`config.mk`:
```
export PLATFORM = sky130hd
export DESIGN_NAME = dmc_channel
export DESIGN_NICKNAME = d
export VERILOG_FILES = /design/src/dmc_buf2.v /design/src/dmc_channel.v
export VERILOG_INCLUDE_DIRS = /design/src
export SDC_FILE = /design/constraint.sdc
export NUM_CORES = 1
export LEC_CHECK = 0
export ABC_AREA = 1
export BUFFER_PORTS_ARGS = -buffer_cell sky130_fd_sc_hd__clkbuf_2
export CAP_MARGIN = 30
export CORE_ASPECT_RATIO = 1.75
export CORE_UTILIZATION = 60
export CTS_BUF_LIST = sky130_fd_sc_hd__clkbuf_8 sky130_fd_sc_hd__clkbuf_16
export DETAILED_ROUTE_END_ITERATION = 7
export GPL_ROUTABILITY_DRIVEN = 0
export PLACE_DENSITY = 0.8
export SLEW_MARGIN = 40
export SYNTH_ARGS = -nofsm -noshare
export SYNTH_HDL_FRONTEND = slang
export SYNTH_SLANG_ARGS = --single-unit
```
`constraint.sdc`:
```
create_clock -name sys_clk -period 15.1 [get_ports sys_clk]
set_input_delay 0 -clock sys_clk [delete_from_list [all_inputs] [get_ports sys_clk]]
set_output_delay 0 -clock sys_clk [all_outputs]
set_load 0.02 [all_outputs]
```
`src/dmc_map.vh`:
```
/*
 * dmc_map.vh - register offsets, control field positions, reset values
 * and mode encodings of the dma channel control block.
 * Assumes: included by bare name; definitions only.
 */
`ifndef DMC_MAP_VH
`define DMC_MAP_VH

// ----------------------------------------------------------------------
// register byte offsets
// ----------------------------------------------------------------------
`define DMC_OFS_CTRL 8'h00
`define DMC_OFS_SRC 8'h04
`define DMC_OFS_DST 8'h08
`define DMC_OFS_CNT 8'h0C
`define DMC_OFS_STAT 8'h10

// ----------------------------------------------------------------------
// control register fields
// ----------------------------------------------------------------------
`define DMC_B_CHON 0
`define DMC_B_SIZE 1
`define DMC_B_TRM 2
`define DMC_B_DAM 4
`define DMC_B_SAM 6
`define DMC_B_SWREQ 8
`define DMC_B_RELOAD 9
`define DMC_B_NULL_WRITE_MODE 10
`define DMC_CTRL_WMASK 16'h07FF

// ----------------------------------------------------------------------
// reset values
// ----------------------------------------------------------------------
`define DMC_RST_CTRL 16'h0000
`define DMC_RST_ADDR 16'h0000
`define DMC_RST_CNT 16'h0000

// ----------------------------------------------------------------------
// address modes and transfer modes
// ----------------------------------------------------------------------
`define DMC_AM_FIX 2'h0
`define DMC_AM_INC 2'h1
`define DMC_AM_DEC 2'h2
`define DMC_AM_IND 2'h3
`define DMC_TRM_ONESHOT 2'h0
`define DMC_TRM_REP_ONESHOT 2'h1
`define DMC_TRM_CONT 2'h2
`define DMC_TRM_REP_CONT 2'h3

`endif

```
`src/dmc_buf2.v`:
```
/*
 * dmc_buf2.v - two-entry buffer with valid/ready on both sides.
 * Assumes: both sides on sys_clk; rst asynchronous, active high.
 */
`timescale 1ns/1ps

module dmc_buf2 #(
    parameter W = 32
) (
    // clock and reset
    input wire sys_clk,
    input wire rst,
    // fill side
    input wire in_valid,
    output wire in_ready,
    input wire [W-1:0] in_data,
    // drain side
    output wire out_valid,
    input wire out_ready,
    output wire [W-1:0] out_data
);

reg [W-1:0] mem_q [0:1];
reg wp_q;
reg rp_q;
reg [1:0] level_q;
wire push;
wire pop;

assign in_ready = (level_q != 2'h2);
assign out_valid = (level_q != 2'h0);
assign out_data = mem_q[rp_q];
assign push = in_valid && in_ready;
assign pop = out_valid && out_ready;

// ----------------------------------------------------------------------
// storage
// ----------------------------------------------------------------------
always @(posedge sys_clk) begin
    if (push) begin
        mem_q[wp_q] <= in_data;
    end
end

// ----------------------------------------------------------------------
// pointers and fill level
// ----------------------------------------------------------------------
always @(posedge sys_clk or posedge rst) begin
    if (rst) begin
        wp_q <= 1'b0;
        rp_q <= 1'b0;
        level_q <= 2'h0;
    end else begin
        if (push) begin
            wp_q <= ~wp_q;
        end
        if (pop) begin
            rp_q <= ~rp_q;
        end
        if (push && !pop) begin
            level_q <= level_q + 2'h1;
        end else if (pop && !push) begin
            level_q <= level_q - 2'h1;
        end
    end
end

endmodule

```
`src/dmc_channel.v`:
```
/*
 * dmc_channel.v - one dma channel: control register, address stepping,
 * transfer modes, reload and null writes, Avalon-MM register slave.
 * Assumes: read and write ports answer with ack on sys_clk; periph_trig
 * comes from logic on sys_clk; rst asynchronous, active high.
 */
// Register access over Avalon-MM and the register offsets were decided locally.
// What this block does
// - null write mode adds dummy source write
// - reload bit restores addresses and count
// - repeated modes always restore, ignoring reload
// - only original count kept, addresses recomputed
// - software request starts, clears on completion
// - transfers per request follow transfer mode
// - source mode 01 increments, 10 decrements
// - source mode 11 or 00 holds address
// - destination mode 01 increments, 10 decrements
// - destination mode 11 or 00 holds address
// - transfer mode selects one-shot/continuous/repeated
// - size bit: one byte, zero word
// - channel starts and issues reads only while channel_on set
`timescale 1ns/1ps
`include "dmc_map.vh"

module dmc_channel (
    // clock and reset
    input wire sys_clk,
    input wire rst,
    // register slave
    input wire [7:0] avs_address,
    input wire avs_read,
    input wire avs_write,
    input wire [31:0] avs_writedata,
    input wire [3:0] avs_byteenable,
    output wire [31:0] avs_readdata,
    output wire avs_waitrequest,
    // peripheral trigger
    input wire periph_trig,
    // source read port
    output wire rd_req,
    output wire [15:0] rd_addr,
    output wire [1:0] rd_be,
    input wire rd_ack,
    input wire [15:0] rd_data,
    // destination write port
    output wire wr_req,
    output wire [15:0] wr_addr,
    output wire [15:0] wr_data,
    output wire [1:0] wr_be,
    input wire wr_ack,
    // channel status
    output wire busy,
    output wire xfer_done
);

localparam W_IDLE = 2'h0;
localparam W_DST = 2'h1;
localparam W_NUL = 2'h2;

// ----------------------------------------------------------------------
// helper functions
// ----------------------------------------------------------------------
// byte step 1, word 2
function [15:0] step_of;
    input sz;
    begin
        step_of = sz ? 16'h0001 : 16'h0002;
    end
endfunction

function [15:0] adj_addr;
    input [15:0] a;
    input [1:0] mode;
    input sz;
    begin
        if (mode == `DMC_AM_INC) begin
            adj_addr = a + step_of(sz);
        end else if (mode == `DMC_AM_DEC) begin
            adj_addr = a - step_of(sz);
        end else begin
            adj_addr = a;
        end
    end
endfunction

// undoes n steps; a word step is n shifted left once
function [15:0] restore_addr;
    input [15:0] a;
    input [1:0] mode;
    input sz;
    input [15:0] n;
    reg [15:0] span;
    begin
        span = sz ? n : {n[14:0], 1'b0};
        if (mode == `DMC_AM_INC) begin
            restore_addr = a - span;
        end else if (mode == `DMC_AM_DEC) begin
            restore_addr = a + span;
        end else begin
            restore_addr = a;
        end
    end
endfunction

function [1:0] be_of;
    input a0;
    input sz;
    begin
        if (!sz) begin
            be_of = 2'h3;
        end else if (a0) begin
            be_of = 2'h2;
        end else begin
            be_of = 2'h1;
        end
    end
endfunction

function [15:0] merge16;
    input [15:0] old;
    input [15:0] nw;
    input [1:0] be;
    begin
        merge16 = {be[1] ? nw[15:8] : old[15:8], be[0] ? nw[7:0] : old[7:0]};
    end
endfunction

// ----------------------------------------------------------------------
// state
// ----------------------------------------------------------------------
reg [15:0] ctrl_q;
reg [15:0] src_q;
reg [15:0] dst_q;
reg [15:0] cnt_q;
reg [15:0] cnt_orig_q;
reg rld_pend_q;
reg busy_q;
reg done_q;
reg [15:0] rd_left_q;
reg [15:0] wr_left_q;
reg rd_req_q;
reg [15:0] rd_addr_q;
reg [1:0] rd_be_q;
reg [1:0] w_st_q;
reg wr_req_q;
reg [15:0] wr_addr_q;
reg [15:0] wr_data_q;
reg [1:0] wr_be_q;
reg [15:0] nul_addr_q;
reg nul_pend_q;
reg wait_q;
reg [31:0] rdata_q;

wire chon = ctrl_q[`DMC_B_CHON];
wire sz = ctrl_q[`DMC_B_SIZE];
wire [1:0] trm = ctrl_q[`DMC_B_TRM+1:`DMC_B_TRM];
wire [1:0] dam = ctrl_q[`DMC_B_DAM+1:`DMC_B_DAM];
wire [1:0] sam = ctrl_q[`DMC_B_SAM+1:`DMC_B_SAM];
wire swreq = ctrl_q[`DMC_B_SWREQ];
wire rld = ctrl_q[`DMC_B_RELOAD];
wire null_write_mode = ctrl_q[`DMC_B_NULL_WRITE_MODE];

// ----------------------------------------------------------------------
// bus decode
// ----------------------------------------------------------------------
wire bus_wr = avs_write && !wait_q;
wire [15:0] wd = avs_writedata[15:0];
wire [1:0] wbe = avs_byteenable[1:0];
wire wr_ctrl = bus_wr && (avs_address == `DMC_OFS_CTRL);
wire wr_src = bus_wr && (avs_address == `DMC_OFS_SRC);
wire wr_dst = bus_wr && (avs_address == `DMC_OFS_DST);
wire wr_cnt = bus_wr && (avs_address == `DMC_OFS_CNT);

// ----------------------------------------------------------------------
// transfer control terms
// ----------------------------------------------------------------------
wire [15:0] eff_cnt = rld_pend_q ? cnt_orig_q : cnt_q;
wire start = !busy_q && chon && (periph_trig || swreq) && (eff_cnt != 16'h0000);
wire [15:0] first_n = trm[1] ? eff_cnt : 16'h0001;

wire in_ready;
wire out_valid;
wire [31:0] out_data;
wire rd_fire = rd_req_q && rd_ack;
wire rd_issue = busy_q && chon && (rd_left_q != 16'h0000) && !rd_req_q && in_ready;
wire out_ready = (w_st_q == W_IDLE) && busy_q;
wire pop = out_valid && out_ready;
wire dst_fire = (w_st_q == W_DST) && wr_ack;
wire nul_fire = (w_st_q == W_NUL) && wr_ack;
wire word_end = (dst_fire && !nul_pend_q) || nul_fire;
// disabling the channel drains words already read, then stops
wire abort_end = busy_q && !chon && !rd_req_q && !out_valid && (w_st_q == W_IDLE);
wire op_end = (word_end && (wr_left_q == 16'h0001)) || abort_end;
wire cnt_zero = dst_fire ? (cnt_q == 16'h0001) : (cnt_q == 16'h0000);
wire blk_end = op_end && cnt_zero && !abort_end;

// word and its source address travel together for the null write
dmc_buf2 #(
    .W(32)
) u_buf (
    .sys_clk(sys_clk),
    .rst(rst),
    .in_valid(rd_fire),
    .in_ready(in_ready),
    .in_data({rd_addr_q, rd_data}),
    .out_valid(out_valid),
    .out_ready(out_ready),
    .out_data(out_data)
);

// ----------------------------------------------------------------------
// registers and sequencing
// ----------------------------------------------------------------------
always @(posedge sys_clk or posedge rst) begin
    if (rst) begin
        ctrl_q <= `DMC_RST_CTRL;
        src_q <= `DMC_RST_ADDR;
        dst_q <= `DMC_RST_ADDR;
        cnt_q <= `DMC_RST_CNT;
        cnt_orig_q <= `DMC_RST_CNT;
        rld_pend_q <= 1'b0;
        busy_q <= 1'b0;
        done_q <= 1'b0;
        rd_left_q <= 16'h0000;
        wr_left_q <= 16'h0000;
        rd_req_q <= 1'b0;
        rd_addr_q <= 16'h0000;
        rd_be_q <= 2'h0;
        w_st_q <= W_IDLE;
        wr_req_q <= 1'b0;
        wr_addr_q <= 16'h0000;
        wr_data_q <= 16'h0000;
        wr_be_q <= 2'h0;
        nul_addr_q <= 16'h0000;
        nul_pend_q <= 1'b0;
    end else begin
        done_q <= op_end;
        // software writes first; hardware updates below take priority, except clearing swreq or chon that software sets
        if (wr_ctrl) begin
            ctrl_q <= merge16(ctrl_q, wd, wbe) & `DMC_CTRL_WMASK;
        end
        if (wr_src) begin
            src_q <= merge16(src_q, wd, wbe);
        end
        if (wr_dst) begin
            dst_q <= merge16(dst_q, wd, wbe);
        end
        if (wr_cnt) begin
            cnt_q <= merge16(cnt_q, wd, wbe);
            cnt_orig_q <= merge16(cnt_q, wd, wbe);
            rld_pend_q <= 1'b0;
        end
        if (start) begin
            busy_q <= 1'b1;
            rd_left_q <= first_n;
            wr_left_q <= first_n;
            // restore at start of next operation
            if (rld_pend_q) begin
                src_q <= restore_addr(src_q, sam, sz, cnt_orig_q);
                dst_q <= restore_addr(dst_q, dam, sz, cnt_orig_q);
                cnt_q <= cnt_orig_q;
                rld_pend_q <= 1'b0;
            end
        end
        // reader
        if (rd_issue) begin
            rd_req_q <= 1'b1;
            rd_addr_q <= src_q;
            rd_be_q <= be_of(src_q[0], sz);
        end
        if (rd_fire) begin
            rd_req_q <= 1'b0;
            rd_left_q <= rd_left_q - 16'h0001;
            src_q <= adj_addr(src_q, sam, sz);
        end
        if (!chon && !rd_req_q) begin
            rd_left_q <= 16'h0000;
        end
        // writer
        case (w_st_q)
            W_IDLE: begin
                if (pop) begin
                    w_st_q <= W_DST;
                    wr_req_q <= 1'b1;
                    wr_addr_q <= dst_q;
                    wr_data_q <= out_data[15:0];
                    wr_be_q <= be_of(dst_q[0], sz);
                    nul_addr_q <= out_data[31:16];
                    nul_pend_q <= null_write_mode;
                end
            end
            W_DST: begin
                if (wr_ack) begin
                    dst_q <= adj_addr(dst_q, dam, sz);
                    cnt_q <= cnt_q - 16'h0001;
                    if (nul_pend_q) begin
                        w_st_q <= W_NUL;
                        wr_addr_q <= nul_addr_q;
                        wr_be_q <= be_of(nul_addr_q[0], sz);
                    end else begin
                        w_st_q <= W_IDLE;
                        wr_req_q <= 1'b0;
                    end
                end
            end
            W_NUL: begin
                if (wr_ack) begin
                    w_st_q <= W_IDLE;
                    wr_req_q <= 1'b0;
                end
            end
            default: begin
                w_st_q <= W_IDLE;
                wr_req_q <= 1'b0;
            end
        endcase
        if (word_end) begin
            wr_left_q <= wr_left_q - 16'h0001;
        end
        if (op_end) begin
            busy_q <= 1'b0;
            wr_left_q <= 16'h0000;
            rd_left_q <= 16'h0000;
            if (!(wr_ctrl && wbe[1] && wd[`DMC_B_SWREQ])) begin
                ctrl_q[`DMC_B_SWREQ] <= 1'b0;
            end
        end
        if (blk_end) begin
            rld_pend_q <= rld || trm[0];
            if (!trm[0] && !(wr_ctrl && wbe[0] && wd[`DMC_B_CHON])) begin
                ctrl_q[`DMC_B_CHON] <= 1'b0;
            end
        end
    end
end

// ----------------------------------------------------------------------
// bus answer: one wait cycle per access
// ----------------------------------------------------------------------
always @(posedge sys_clk or posedge rst) begin
    if (rst) begin
        wait_q <= 1'b1;
        rdata_q <= 32'h00000000;
    end else begin
        if (wait_q && (avs_read || avs_write)) begin
            wait_q <= 1'b0;
        end else begin
            wait_q <= 1'b1;
        end
        if (wait_q && avs_read) begin
            if (avs_address == `DMC_OFS_CTRL) begin
                rdata_q <= {16'h0000, ctrl_q};
            end else if (avs_address == `DMC_OFS_SRC) begin
                rdata_q <= {16'h0000, src_q};
            end else if (avs_address == `DMC_OFS_DST) begin
                rdata_q <= {16'h0000, dst_q};
            end else if (avs_address == `DMC_OFS_CNT) begin
                rdata_q <= {16'h0000, cnt_q};
            end else if (avs_address == `DMC_OFS_STAT) begin
                rdata_q <= {28'h0000000, !in_ready, out_valid, rld_pend_q, busy_q};
            end else begin
                rdata_q <= 32'h00000000;
            end
        end
    end
end

// ----------------------------------------------------------------------
// outputs
// ----------------------------------------------------------------------
assign avs_readdata = rdata_q;
assign avs_waitrequest = wait_q;
assign rd_req = rd_req_q;
assign rd_addr = rd_addr_q;
assign rd_be = rd_be_q;
assign wr_req = wr_req_q;
assign wr_addr = wr_addr_q;
assign wr_data = wr_data_q;
assign wr_be = wr_be_q;
assign busy = busy_q;
assign xfer_done = done_q;

endmodule

```
==> run metrics <==
worst-path fanout max=24; slew of the pin with the lowest slew margin=a little under 0.9 ns; r2r setup slk=approximately 11 ns; Fmax=approximately 230 MHz; root buffer cell=clkbuf_16; Util after Layout=about two thirds; fill cell count=2,500; diodes inserted=0; number of synthesized flops with an enable pin=64; Top Family by Delay on Critical Path=simple AND/OR/NAND/NOR gates; GRT Residual Overflow=0; DIE HEIGHT=234 um; worst flop-to-flop path startpoint=ctrl_q[7]; first-pass GRT wire length=97,800 um; row count=84; Max-Cap Viols=0; top_reg_cell synth=dfrtp_1; total chip power=3.40 mW; final net count=about 2,800; Slew Viols, Final=0; LEAKAGE=about 10 nW; CTS tree=built; Reg2Reg Depth=15; mapped cell area=18,400 um2; Worst slew margin=40.9%; Hold Crit Class=in2reg; FF/Latch Area=7030 um2; final setup margin=~11 ns; Worst Path Arrival=4.91 ns; Crit-path slowest cell=clkinv_1; Hold Path Origin=avs_writedata[13]; largest net degree at the start of global routing=138; FF-to-FF End=src_q[15]; clk buf depth=3; Yosys top cell area share=27.6%; final WL=64,300 um; CP Class=reg2reg; DRT antenna net count=0; most area-consuming cells after synthesis=dfrtp_1, nand2_1, edfxtp_1; CP Cell Sequence=inv_1, ha_1, clkinv_1, nand2_1, nand2_1, xor2_1, ha_1, nand4_1, or2_2, nand3_1, inv_1, nand2_1, nand3_1, nand2_1, a21oi_2; PortBufs=121; Ys Warns=0; I/O Pins=between 150 and 200; most repeated library cell on the critical path=nand2_1; CP startpoint kind=flip-flop; asr flop ratio synth=76.1%; failing checks=DRC; Critical Path RT=15.58 ns; clock tree sinks=268; RSZ-0062 raised after global routing=no; Die Area=~31,000 um2; layout cells sized above 1=8.99%; Setup TNS Final=0 ns; htree depth=1; syn_area_per_cell=7.31 um2; Avg Vias per Cell=slightly above 6; initial antenna violation count=2; gr usage total=41.2%; Syn Inst Count=2,520; Clock transition at path regs=0.07 ns; CP endpoint kind=flip-flop; router iterations before antenna repair=8; DP HPWL=about 46,000 um; post-layout min period=4.43 ns; Peak VDD IR=0.113 mV; max incr delay on CP=0.90 ns; DR WL/cell=21.2 um; vias in the first global route=around 18,000; Setup Viol. Count Final=0; CTS buffer count=26; Post-synth top cells=nand2_1, o21ai_0, inv_1; core area=30,200 um2; # DRC=1; Place WS=11.25 ns; worst hold slack=0.0636 ns; final hold vios=0; Clock Latency Late Sink=0.59 ns; run status=finished, violations left; die width=134 um; Hold EP=cnt_orig_q[13]; sequential element share of the synthesized area=38.2%; Hold Path Depth=5; Seq cells post-synth=roughly 270; CTS resizes=0; pwr dens=166 nW/um2; 1st-iter DRT viols=2,037; Area Growth Syn to Fin=11.1%; area leader, netlist=dfrtp_1; Multi-input gate area=about 9800 um2; most common cell in the netlist=nand2_1; via count=18,837; CP bufs+invs=3; Clock Skews=0.0238 ns; Initial Utilization=61.1%; period utilisation layout=just under 30%; Synth cell types=56
## metrics by stage
step / area [um2] / std cells
after floorplan: 18500 / 2535
after global placement: 19200 / 2949
after detailed placement: 19200 / 2952
after CTS: 20500 / 3035
after global routing: 20500 / 3035
final: 20500 / 3035
## power by group
part	total (mW)	switching [mW]	internal (mW)	leakage [nW]
Sequential	1.12	0.228	0.895	3.12
Combinational	1.59	1.06	0.528	6.32
Clock	0.688	0.307	0.381	0.436
Total	3.40	1.59	1.80	9.87
## worst reg2reg max path, stage by stage (launching register included)
cell      delay, ns
dfrtp_1        0.41
inv_1          0.08
ha_1           0.57
clkinv_1       0.91
nand2_1        0.50
nand2_1        0.13
xor2_1         0.19
ha_1           0.43
nand4_1        0.14
or2_2          0.32
nand3_1        0.10
inv_1          0.05
nand2_1        0.06
nand3_1        0.21
nand2_1        0.16
a21oi_2        0.06
## logic make-up after synthesis
group | share of synthesized area (%)
buffers and inverters | 8.81
adders and majority gates | 6.66
xor gates and xnor gates | 2.81
muxes | 0.781
DFF | 38.2
AOI/OAI and AO/OA | 18.2
and+or+nand+nor | 24.6
other | 0.0204
## flip-flops by register name, indices dropped and copies added, names as in the netlist, 11 cells and up
| register | cells |
|---|---|
| ctrl_q | 11 |
| wr_addr | 16 |
| cnt_orig_q | 16 |
| wr_left_q | 16 |
| nul_addr_q | 16 |
| u_buf.mem_q | 64 |
| dst_q | 16 |
| src_q | 16 |
| avs_readdata | 16 |
| wr_data | 16 |
| rd_addr | 16 |
| cnt_q | 16 |
| rd_left_q | 16 |
## worst max path at each step
| stage | cells past startpoint | startpoint | slack, ns | end |
|---|---|---|---|---|
| floorplan | 1 | rst | 9.53 | avs_readdata[0] |
| global placement | 21 | ctrl_q[1] | 11.31 | src_q[15] |
| detailed placement | 21 | ctrl_q[1] | 11.25 | src_q[15] |
| CTS | 21 | ctrl_q[1] | 11.24 | src_q[15] |
| global route | 15 | ctrl_q[7] | 10.46 | src_q[15] |
| finish | 15 | ctrl_q[7] | 10.67 | src_q[15] |
## routing by layer
layer  track usage (%)  part of all wire [%]
met3              9.71                   9.9
met4              40.4                    11
met5                 0                 0.050
met2              67.3                    46
met1              42.9                    32
## repair_timing
action	in CTS	in global routing
hold buffers	35	0
hold endpoints to repair	194	0
buffers inserted	0	0
## area by class of cell
type	count	area share, %
clock inverter	20	1.03
sequential	268	34.4
tap	387	2.37
multi-input combinational	1870	48.1
clock buffer	28	3.32
timing repair buffer	171	5.36
inverter	291	5.43
## cells in the final DEF (no fill, tap or decap), types with 10 or more instances in the layout
cell type / n
conb_1: 16
o21ai_1: 25
inv_1: 284
ha_1: 90
buf_4: 12
nand2_1: 607
nor3_1: 18
xnor2_1: 15
clkbuf_16: 26
nor2_1: 212
xor2_1: 44
a21oi_1: 161
o211ai_1: 29
dlygate4sd3_1: 35
clkbuf_2: 121
nand3_1: 178
nand4_1: 25
o22ai_1: 29
mux2_2: 11
dfrtp_1: 202
edfxtp_1: 64
o21ai_0: 290
o221ai_1: 10
Note: power is estimated with default switching activity, not from simulation.
